[config.mk]
export PLATFORM = sky130hd
export DESIGN_NAME = output_control_trigger_inputs
export DESIGN_NICKNAME = d
export VERILOG_FILES = /design/src/verilog/octl_pkg.sv /design/src/verilog/output_control_trigger_inputs.sv /design/src/verilog/pulse_qualifier.sv
export VERILOG_INCLUDE_DIRS = /design/src /design/src/verilog
export SDC_FILE = /design/constraint.sdc
export NUM_CORES = 1
export LEC_CHECK = 0
export CAP_MARGIN = 20
export CORE_MARGIN = 10
export CORE_UTILIZATION = 55
export CTS_CLUSTER_SIZE = 24
export DETAILED_ROUTE_END_ITERATION = 8
export DONT_BUFFER_PORTS = 1
export PLACE_DENSITY = 0.7
export SLEW_MARGIN = 0
export SYNTH_ARGS = -nofsm -noshare
export SYNTH_HDL_FRONTEND = slang
export SYNTH_SLANG_ARGS = --single-unit
[constraint.sdc]
create_clock -name CORE_CLK -period 4.4 [get_ports CORE_CLK]
set_clock_uncertainty 0.15 [all_clocks]
set_input_delay 0.66 -clock CORE_CLK [delete_from_list [all_inputs] [get_ports CORE_CLK]]
set_output_delay 0.66 -clock CORE_CLK [all_outputs]
set_load 0.02 [all_outputs]
[src/verilog/octl_map.svh]
/*
  Constants for the output control and trigger input block: timing, offsets, fields, resets.
  Assumes a 20 MHz core clock; included by its bare name.
*/
`ifndef OCTL_MAP_SVH
`define OCTL_MAP_SVH

// ************************************************************
// Timing
// ************************************************************
`define CLK_MHZ 20
`define QUAL_MIN_US 100
`define QUAL_CYCLES (`QUAL_MIN_US * `CLK_MHZ)
`define QCNT_W 12
`define TRIG_RESP_MAX_US 500
`define TRIG_RESP_CYCLES (`TRIG_RESP_MAX_US * `CLK_MHZ)
`define SHDN_RESP_MAX_US 100
`define SHDN_RESP_CYCLES (`SHDN_RESP_MAX_US * `CLK_MHZ)
`define SWITCH_RESP_MAX_MS 200

// ************************************************************
// Register offsets
// ************************************************************
`define OFS_CTRL 8'h00
`define OFS_TRIG_CFG 8'h04
`define OFS_STATUS 8'h08
`define OFS_IRQ_STAT 8'h0c
`define OFS_IRQ_MASK 8'h10
`define OFS_CMD 8'h14

// ************************************************************
// Fields
// ************************************************************
`define CMD_OUT_ENABLE 0
`define CMD_OUT_DISABLE 1
`define CMD_LIST_TRIG_SETUP 2
`define CMD_LIST_CLEAR 3
`define CMD_FIRE_TRIG_OUT 4
`define TRIG_WIDTH_LSB 16

// ************************************************************
// Reset values and AXI response codes
// ************************************************************
`define CTRL_RESET 3'h0
`define TRIG_CFG_RESET 17'h00003
`define IRQ_RESET 4'h0
`define AXI_OKAY 2'h0
`define AXI_SLVERR 2'h2

`endif

[src/verilog/octl_pkg.sv]
/*
  Types for the output control and trigger input block.
  Assumes octl_map.svh for the numbers.
*/
package octl_pkg;

  typedef struct packed {
    logic standby_mode;
    logic ignore_switch;
    logic invert_switch;
  } ctrl_t;

  typedef struct packed {
    logic [15:0] width;
    logic active_level;
  } trig_cfg_t;

  typedef struct packed {
    logic switch_off;
    logic standby;
    logic shutdown;
    logic trigger;
  } irq_t;

  typedef enum logic [1:0] {
    OUT_OFF,
    OUT_ON,
    OUT_STBY,
    OUT_SHDN
  } out_state_t;

endpackage

[src/verilog/output_control_trigger_inputs.sv]
/*
  Output control and trigger input conditioning with an AXI4-Lite register slave.
  Assumes asynchronous pins on the switch, trigger and shutdown inputs, one 20 MHz clock.
*/
// Design decisions made here: the register addresses and register access over AXI4-Lite.
`timescale 1ns/1ns
`default_nettype none
`include "octl_map.svh"

module output_control_trigger_inputs (
  input wire logic CORE_CLK,
  input wire logic RST_N,
  input wire logic CE,
  input wire logic REMOTE_SWITCH_IN,
  input wire logic EXTERNAL_TRIGGER_IN,
  input wire logic ISOLATED_SHUTDOWN_IN,
  output logic OUTPUT_ENABLE,
  output logic POWER_FAULT_RED,
  output logic POWER_OK_FLAG_ON,
  output logic OUTPUT_OFF_FLAG_ON,
  output logic TRIGGER_EVENT,
  output logic IRQ,
  input wire logic AWVALID,
  output logic AWREADY,
  input wire logic [7:0] AWADDR,
  input wire logic WVALID,
  output logic WREADY,
  input wire logic [31:0] WDATA,
  input wire logic [3:0] WSTRB,
  output logic BVALID,
  input wire logic BREADY,
  output logic [1:0] BRESP,
  input wire logic ARVALID,
  output logic ARREADY,
  input wire logic [7:0] ARADDR,
  output logic RVALID,
  input wire logic RREADY,
  output logic [31:0] RDATA,
  output logic [1:0] RRESP
);
  import octl_pkg::*;

  // ************************************************************
  // Functions
  // ************************************************************
  function automatic logic mapped(input logic [7:0] a);
    case (a)
      `OFS_CTRL, `OFS_TRIG_CFG, `OFS_STATUS, `OFS_IRQ_STAT, `OFS_IRQ_MASK, `OFS_CMD: mapped = 1'b1;
      default: mapped = 1'b0;
    endcase
  endfunction

  function automatic logic [31:0] merge(input logic [31:0] old, input logic [31:0] d,
                                        input logic [3:0] s);
    logic [31:0] r;
    r = old;
    for (int i = 0; i < 4; i++) begin
      if (s[i]) r[i*8 +: 8] = d[i*8 +: 8];
    end
    merge = r;
  endfunction

  // ************************************************************
  // Pin synchronisers
  // ************************************************************
  logic sw_s1, sw_s2, trg_s1, trg_s2, shd_s1, shd_s2;

  always_ff @(posedge CORE_CLK) begin
    if (!RST_N) begin
      sw_s1 <= 1'b1;
      sw_s2 <= 1'b1;
      trg_s1 <= 1'b1;
      trg_s2 <= 1'b1;
      shd_s1 <= 1'b0;
      shd_s2 <= 1'b0;
    end else if (CE) begin
      sw_s1 <= REMOTE_SWITCH_IN;
      sw_s2 <= sw_s1;
      trg_s1 <= EXTERNAL_TRIGGER_IN;
      trg_s2 <= trg_s1;
      shd_s1 <= ISOLATED_SHUTDOWN_IN;
      shd_s2 <= shd_s1;
    end
  end

  // ************************************************************
  // Register file and bus slave
  // ************************************************************
  ctrl_t ctrl_reg;
  trig_cfg_t trig_cfg_reg;
  irq_t irq_stat_reg, irq_mask_reg, irq_set;
  logic aw_held, w_held;
  logic [7:0] aw_addr_reg;
  logic [31:0] w_data_reg;
  logic [3:0] w_strb_reg;
  logic wr_fire, cmd_en, cmd_dis, cmd_setup, cmd_clear, cmd_fire;
  logic [31:0] wr_word, status_word, rd_word;
  out_state_t state_reg, state_next;
  logic shutdown_reg, armed_reg, trig_mode_reg, trig_level_reg;
  logic [15:0] trig_width_reg, pulse_cnt_reg;

  assign wr_fire = aw_held && w_held && !BVALID;
  assign wr_word = merge(32'h0, w_data_reg, w_strb_reg);
  assign cmd_en = wr_fire && aw_addr_reg == `OFS_CMD && wr_word[`CMD_OUT_ENABLE];
  assign cmd_dis = wr_fire && aw_addr_reg == `OFS_CMD && wr_word[`CMD_OUT_DISABLE];
  assign cmd_setup = wr_fire && aw_addr_reg == `OFS_CMD && wr_word[`CMD_LIST_TRIG_SETUP];
  assign cmd_clear = wr_fire && aw_addr_reg == `OFS_CMD && wr_word[`CMD_LIST_CLEAR];
  assign cmd_fire = wr_fire && aw_addr_reg == `OFS_CMD && wr_word[`CMD_FIRE_TRIG_OUT];

  always_ff @(posedge CORE_CLK) begin
    if (!RST_N) begin
      aw_held <= 1'b0;
      w_held <= 1'b0;
      AWREADY <= 1'b1;
      WREADY <= 1'b1;
      BVALID <= 1'b0;
      BRESP <= `AXI_OKAY;
      aw_addr_reg <= 8'h00;
      w_data_reg <= 32'h0;
      w_strb_reg <= 4'h0;
    end else if (CE) begin
      if (AWVALID && AWREADY) begin
        aw_held <= 1'b1;
        AWREADY <= 1'b0;
        aw_addr_reg <= AWADDR;
      end
      if (WVALID && WREADY) begin
        w_held <= 1'b1;
        WREADY <= 1'b0;
        w_data_reg <= WDATA;
        w_strb_reg <= WSTRB;
      end
      if (wr_fire) begin
        BVALID <= 1'b1;
        BRESP <= mapped(aw_addr_reg) ? `AXI_OKAY : `AXI_SLVERR;
      end
      if (BVALID && BREADY) begin
        BVALID <= 1'b0;
        aw_held <= 1'b0;
        w_held <= 1'b0;
        AWREADY <= 1'b1;
        WREADY <= 1'b1;
      end
    end
  end

  always_ff @(posedge CORE_CLK) begin
    if (!RST_N) begin
      ctrl_reg <= `CTRL_RESET;
      trig_cfg_reg <= `TRIG_CFG_RESET;
      irq_mask_reg <= `IRQ_RESET;
    end else if (CE && wr_fire) begin
      case (aw_addr_reg)
        `OFS_CTRL: ctrl_reg <= w_strb_reg[0] ? ctrl_t'(w_data_reg[2:0]) : ctrl_reg;
        `OFS_TRIG_CFG: trig_cfg_reg <= {wr_word[31:`TRIG_WIDTH_LSB], wr_word[0]};
        `OFS_IRQ_MASK: irq_mask_reg <= w_strb_reg[0] ? irq_t'(w_data_reg[3:0]) : irq_mask_reg;
        default: ;
      endcase
    end
  end

  assign status_word = {26'h0, sw_s2, trig_mode_reg, armed_reg, shutdown_reg,
                        state_reg == OUT_STBY, state_reg == OUT_ON};

  always_comb begin
    case (ARADDR)
      `OFS_CTRL: rd_word = {29'h0, ctrl_reg};
      `OFS_TRIG_CFG: rd_word = {trig_cfg_reg.width, 15'h0, trig_cfg_reg.active_level};
      `OFS_STATUS: rd_word = status_word;
      `OFS_IRQ_STAT: rd_word = {28'h0, irq_stat_reg};
      `OFS_IRQ_MASK: rd_word = {28'h0, irq_mask_reg};
      default: rd_word = 32'h0;
    endcase
  end

  always_ff @(posedge CORE_CLK) begin
    if (!RST_N) begin
      ARREADY <= 1'b1;
      RVALID <= 1'b0;
      RDATA <= 32'h0;
      RRESP <= `AXI_OKAY;
    end else if (CE) begin
      if (ARVALID && ARREADY) begin
        ARREADY <= 1'b0;
        RVALID <= 1'b1;
        RDATA <= rd_word;
        RRESP <= mapped(ARADDR) ? `AXI_OKAY : `AXI_SLVERR;
      end else if (RVALID && RREADY) begin
        RVALID <= 1'b0;
        ARREADY <= 1'b1;
      end
    end
  end

  // ************************************************************
  // Qualifiers
  // ************************************************************
  logic sw_off_q, trig_q, trig_event;

  pulse_qualifier u_switch_qual (
    .clk(CORE_CLK),
    .ce(CE),
    .rst_n(RST_N),
    .active(!(sw_s2 ^ ctrl_reg.invert_switch)),
    .qualified(sw_off_q)
  );

  pulse_qualifier u_trigger_qual (
    .clk(CORE_CLK),
    .ce(CE),
    .rst_n(RST_N),
    .active(!trg_s2),
    .qualified(trig_q)
  );

  // ************************************************************
  // Trigger arming
  // ************************************************************
  assign trig_event = armed_reg && trig_q;

  always_ff @(posedge CORE_CLK) begin
    if (!RST_N) begin
      armed_reg <= 1'b1;
    end else if (CE) begin
      if (trig_event) armed_reg <= 1'b0;
      else if (trg_s2) armed_reg <= 1'b1;
    end
  end

  // ************************************************************
  // Shutdown latch
  // ************************************************************
  always_ff @(posedge CORE_CLK) begin
    if (!RST_N) shutdown_reg <= 1'b0;
    else if (CE) shutdown_reg <= shutdown_reg | shd_s2;
  end

  // ************************************************************
  // Output state
  // ************************************************************
  always_comb begin
    state_next = state_reg;
    if (shutdown_reg) begin
      state_next = OUT_SHDN;
    end else begin
      case (state_reg)
        OUT_SHDN: state_next = OUT_SHDN;
        OUT_ON: begin
          if (ctrl_reg.ignore_switch) begin
            if (cmd_dis) state_next = OUT_OFF;
          end else if (ctrl_reg.standby_mode) begin
            if (sw_off_q) state_next = OUT_STBY;
            else if (cmd_dis) state_next = OUT_OFF;
          end else if (sw_off_q) begin
            state_next = OUT_OFF;
          end
        end
        OUT_OFF, OUT_STBY: begin
          if (ctrl_reg.ignore_switch || ctrl_reg.standby_mode) begin
            if (cmd_en) state_next = OUT_ON;
          end else if (!sw_off_q) begin
            state_next = OUT_ON;
          end
        end
        default: state_next = OUT_OFF;
      endcase
    end
  end

  always_ff @(posedge CORE_CLK) begin
    if (!RST_N) state_reg <= OUT_OFF;
    else if (CE) state_reg <= state_next;
  end

  // ************************************************************
  // Trigger output use of the output-off flag
  // ************************************************************
  always_ff @(posedge CORE_CLK) begin
    if (!RST_N) begin
      trig_mode_reg <= 1'b0;
      trig_level_reg <= 1'b1;
      trig_width_reg <= 16'h0001;
    end else if (CE) begin
      if (cmd_setup) begin
        trig_mode_reg <= 1'b1;
        trig_level_reg <= trig_cfg_reg.active_level;
        trig_width_reg <= (trig_cfg_reg.width == 16'h0) ? 16'h0001 : trig_cfg_reg.width;
      end else if (cmd_clear) begin
        trig_mode_reg <= 1'b0;
      end
    end
  end

  always_ff @(posedge CORE_CLK) begin
    if (!RST_N) pulse_cnt_reg <= 16'h0;
    else if (CE) begin
      if (trig_mode_reg && (trig_event || cmd_fire)) pulse_cnt_reg <= trig_width_reg;
      else if (pulse_cnt_reg != 16'h0) pulse_cnt_reg <= pulse_cnt_reg - 16'h0001;
    end
  end

  // ************************************************************
  // Interrupts
  // ************************************************************
  assign irq_set = '{switch_off: sw_off_q && state_reg == OUT_ON && state_next != OUT_ON,
                     standby: state_reg != OUT_STBY && state_next == OUT_STBY,
                     shutdown: shd_s2 && !shutdown_reg,
                     trigger: trig_event};

  always_ff @(posedge CORE_CLK) begin
    if (!RST_N) begin
      irq_stat_reg <= `IRQ_RESET;
      IRQ <= 1'b0;
    end else if (CE) begin
      if (wr_fire && aw_addr_reg == `OFS_IRQ_STAT)
        irq_stat_reg <= (irq_stat_reg & ~irq_t'(wr_word[3:0])) | irq_set;
      else
        irq_stat_reg <= irq_stat_reg | irq_set;
      IRQ <= |(irq_stat_reg & irq_mask_reg);
    end
  end

  // ************************************************************
  // Output flops
  // ************************************************************
  always_ff @(posedge CORE_CLK) begin
    if (!RST_N) begin
      OUTPUT_ENABLE <= 1'b0;
      POWER_FAULT_RED <= 1'b0;
      POWER_OK_FLAG_ON <= 1'b0;
      OUTPUT_OFF_FLAG_ON <= 1'b1;
      TRIGGER_EVENT <= 1'b0;
    end else if (CE) begin
      OUTPUT_ENABLE <= state_reg == OUT_ON && !shutdown_reg;
      POWER_FAULT_RED <= shutdown_reg;
      POWER_OK_FLAG_ON <= !shutdown_reg;
      if (trig_mode_reg)
        OUTPUT_OFF_FLAG_ON <= (pulse_cnt_reg != 16'h0) ? trig_level_reg : !trig_level_reg;
      else
        OUTPUT_OFF_FLAG_ON <= !(state_reg == OUT_ON && !shutdown_reg);
      TRIGGER_EVENT <= trig_event;
    end
  end

  // ************************************************************
  // Assertions
  // ************************************************************
  a_shutdown_latch: assert property (@(posedge CORE_CLK) disable iff (!RST_N || !CE)
    shutdown_reg |=> shutdown_reg) else $error("shutdown latch released");

  a_shutdown_fast: assert property (@(posedge CORE_CLK) disable iff (!RST_N || !CE)
    shd_s2 |-> ##[1:2] (!OUTPUT_ENABLE && POWER_FAULT_RED)) else $error("shutdown too slow");

  a_fault_red: assert property (@(posedge CORE_CLK) disable iff (!RST_N || !CE)
    shutdown_reg |=> (POWER_FAULT_RED && !OUTPUT_ENABLE && state_reg == OUT_SHDN))
    else $error("shutdown without fault state");

  a_power_ok: assert property (@(posedge CORE_CLK) disable iff (!RST_N || !CE)
    1'b1 |=> POWER_OK_FLAG_ON == !$past(shutdown_reg)) else $error("power ok flag wrong");

  a_trig_rearm: assert property (@(posedge CORE_CLK) disable iff (!RST_N || !CE)
    trig_event ##1 !trg_s2 |-> !armed_reg && !trig_event) else $error("trigger rearmed early");

  a_trig_event: assert property (@(posedge CORE_CLK) disable iff (!RST_N || !CE)
    $rose(trig_q) && armed_reg |=> TRIGGER_EVENT ##1 !TRIGGER_EVENT)
    else $error("trigger event not single");

  a_standby_hold: assert property (@(posedge CORE_CLK) disable iff (!RST_N || !CE)
    state_reg == OUT_STBY && !cmd_en |=> state_reg != OUT_ON) else $error("left standby");

  a_standby_enter: assert property (@(posedge CORE_CLK) disable iff (!RST_N || !CE)
    state_reg == OUT_ON && ctrl_reg.standby_mode && !ctrl_reg.ignore_switch && sw_off_q
    && !shutdown_reg |=> state_reg == OUT_STBY ##1 !OUTPUT_ENABLE) else $error("no standby");

  a_flag_default: assert property (@(posedge CORE_CLK) disable iff (!RST_N || !CE)
    !trig_mode_reg |=> OUTPUT_OFF_FLAG_ON == !OUTPUT_ENABLE) else $error("off flag wrong");

  a_pulse_level: assert property (@(posedge CORE_CLK) disable iff (!RST_N || !CE)
    trig_mode_reg && pulse_cnt_reg != 16'h0 |=> OUTPUT_OFF_FLAG_ON == $past(trig_level_reg))
    else $error("trigger pulse level wrong");

endmodule // output_control_trigger_inputs

`default_nettype wire

[src/verilog/pulse_qualifier.sv]
/*
  Low-level qualifier: flags a level held active for a minimum number of cycles.
  Assumes its input is already synchronised to clk.
*/
`timescale 1ns/1ns
`default_nettype none
`include "octl_map.svh"

module pulse_qualifier (
  input wire logic clk,
  input wire logic ce,
  input wire logic rst_n,
  input wire logic active,
  output logic qualified
);

  logic [`QCNT_W-1:0] cnt_reg;

  // ************************************************************
  // Duration counter
  // ************************************************************
  always_ff @(posedge clk) begin
    if (!rst_n) begin
      cnt_reg <= '0;
      qualified <= 1'b0;
    end else if (ce) begin
      if (!active) begin
        cnt_reg <= '0;
        qualified <= 1'b0;
      end else if (cnt_reg != `QCNT_W'(`QUAL_CYCLES)) begin
        cnt_reg <= cnt_reg + `QCNT_W'(1);
      end else begin
        qualified <= 1'b1;
      end
    end
  end

endmodule // pulse_qualifier

`default_nettype wire
==> impl_results.md <==
- Status: complete, no violations
- Synth Area in XOR/XNOR: 0.0222
- Setup TNS: 0 ps
- Critical Path Sink Type: register
- Vias: 5810
- Unrepaired setup endpoints after global routing: false
- R2R Path Start: aw_addr_reg[0]$_SDFFE_PN0P_
- TritonCTS buffer count: 17
- Lkg Pwr: 2.74 nW
- Highest Signal Layer: met4
- Worst-Margin Slew: 854 ps
- Fin area: 0.00768 mm^2
- Final-report setup violation count: 0
- Synth Area in Compound Gates: 0.182
- Asr flop ratio synth: 0
- Synthesized instance count: 825
- Crit Path Category: reg -> reg
- # diodes: 0
- Placed instance area: 0.00712 mm^2
- FF-to-FF path depth: 5
- TritonCTS clock tree: built
- Later-pin clock latency in the skew report: 440 ps
- Placed cell count: 952
- Max Clk Rate: 336 MHz
- Ports: 110
- Die area: 0.0179 mm^2
- Final hold vios: 0
- WL met3: 1.19 mm
- Initial Util: 0.563
- Multiplexer share of the synthesized area: 0.0352
- Gp weighted congestion: 0.849
- Largest register FFs: 22
- Placed wire-length estimate: 11.7 mm
- Slew headroom: 0.429
- Most frequent cells in the layout: 167 x dfxtp_1, 134 x nand2_1, 62 x nor2_1, 43 x nand3_1
- Synth Flop Type: dfxtp_1
- Synth area leader: dfxtp_1
- Setup Fix Bufs, Post-CTS: 0
- Layout cells sized above 1: 0.0578
- Core footprint: 0.0126 mm^2
- Routed length on met2: 7.63 mm
- Routed Antenna Nets: 0
- CP startpoint: aw_addr_reg[0]$_SDFFE_PN0P_
- Final std cells w/o fill: 985
- CP required: 4620 ps
- Top cell type's share of synthesized area: 0.471
- Crit Reg-Reg Endpoint: trig_width_reg[7]$_SDFFE_PN0P_
- Tot Pwr: 3.73 mW
- Largest net degree at the start of global routing: 87
- DR iter-0 viols: 463
- First-pass GRT wire length: 27.6 mm
- Vias in the first global route: 5524
- GRT Total Usage: 0.186
- Clock slew at reported path FFs: 60 ps
- Critical path fanouts, max: 12
- Worst vdd ir: 0.309 mV
- Drc violations: 0
- WP data arrival: 3200 ps
- Hold Crit Start: RST_N
- Final period util: 0.676
- Simple-gate area share of the yosys netlist: 0.232
- Syn Area/Cell: 8.61 um^2
- Synth unique cells: 56
- Most common cell after layout, fill and taps aside: dfxtp_1
- Post-synthesis adder-cell area fraction: 0.00881
- First-pass DRT Iterations: 5
- Clk sinks: 167
- Initial antenna violation count: 0
- Post-synth EDFFs: 0
- Largest family of logic cells by synthesized area: simple AND/OR/NAND/NOR gates
- Final WL: 16.5 mm
- Die X: 134 um
- Final net count: 868
- Startpoint types: register
- Post-layout min period: 2970 ps
- Synth Register Bits: 167
- Grt ovf: 0
- Post-CTS resize count: 0
- P&R area growth vs syn: 8.23%
- Maximum clock path buffer count: 2
- Met1 Wirelength: 7.42 mm
- Cells taking the most area after synthesis: dfxtp_1 47%, nand2_1 7.1%, a21boi_0 3.8%, mux2i_1 3.5%, nor2_1 3.3%
- Port Buffers: 0
- Via density: 5.90
- Sequential fraction of the synthesis area: 0.471
- Netlist Area Pre-Place: 0.00710 mm^2
- Worst reg-to-reg setup slack: 1430 ps
- PD cells: 486 mW/mm^2
- Max-Cap Viols: 0
- Max Slew Vio Count: 0
- YS warnings: 0
- Crit path capture: trig_width_reg[7]$_SDFFE_PN0P_
- Die Span Y: 134 um
- WL/cell: 16.8 um
- Hold buffers post-CTS: 0
- Htree depth: 4
- CTS Root Cell: clkbuf_16
- Hold crit path type: in -> reg
- Rows: 41
==> through the flow <==
stage / setup slack [ps] / utilization / hold WS [ps]
after CTS: 1420 / 0.608 / 135
after global placement: 1580 / 0.564 / 284
after global routing: 1150 / 0.609 / 136
after detailed placement: 1520 / 0.564 / 299
final: 1430 / 0.609 / 151
after floorplan: 1860 / - / 271
==> where the power goes <==
part | switching [mW] | internal [mW] | leakage (nW)
logic | 0.382 | 0.255 | 1.13
registers | 0.0935 | 1.60 | 1.35
clock network | 0.649 | 0.756 | 0.264
total | 1.12 | 2.61 | 2.74
==> routing by layer <==
layer,vias up,track usage
met5,-,0
met2,167,0.284
met3,23,0.0628
met1,2760,0.237
met4,0,0.0744
li1,2860,-
==> worst min path at each step <==
| stage | cells after the start | slack (ps) | endpoint |
|---|---|---|---|
| floorplan | 2 | 270 | trig_width_reg[0]$_SDFFE_PN1P_ |
| global placement | 2 | 280 | trig_width_reg[0]$_SDFFE_PN1P_ |
| detailed placement | 2 | 300 | trig_width_reg[0]$_SDFFE_PN1P_ |
| CTS | 1 | 140 | trg_s1$_SDFFE_PN1P_ |
| global route | 1 | 140 | trg_s1$_SDFFE_PN1P_ |
| finish | 1 | 150 | trg_s1$_SDFFE_PN1P_ |
==> worst max-delay path: stages (launching register included) <==
cell     delay (ps)
dfxtp_1         340
or4b_2          730
nor3_1          600
nand3_1         160
nor2_1          690
a22o_1          240
==> synthesized netlist by cell type, drive strengths merged, types with 14 or more instances <==
library cell and number:
nand3 43, a22oi 23, nand2 134, buf 19
mux2i 25, nor2b 25, clkbuf 42, nor2 62
o21ai 27, inv 14, a21boi 36, dfxtp 167
a21oi 36
==> cells by family (layout without fill, tap and decap cells) <==
kind of cell             Yosys count  after routing
AND/OR/NAND/NOR                  345            345
AO/OA/AOI/OAI                    187            187
flip-flops                       167            167
buffers and inverters             77             54
multiplexers                      25             25
XOR/XNOR                          18             18
adder cells (fa/ha/maj)            5              5
other                              1             12
==> cell type report <==
type | count | area [um^2]
fill | 1150 | 4930
multi-input combinational | 592 | 3470
sequential | 167 | 3340
clock buffer | 20 | 447
tap | 172 | 215
clock inverter | 12 | 109
inverter | 16 | 60.1
timing repair buffer | 6 | 45.0
Power figures use the tool's default switching activity.
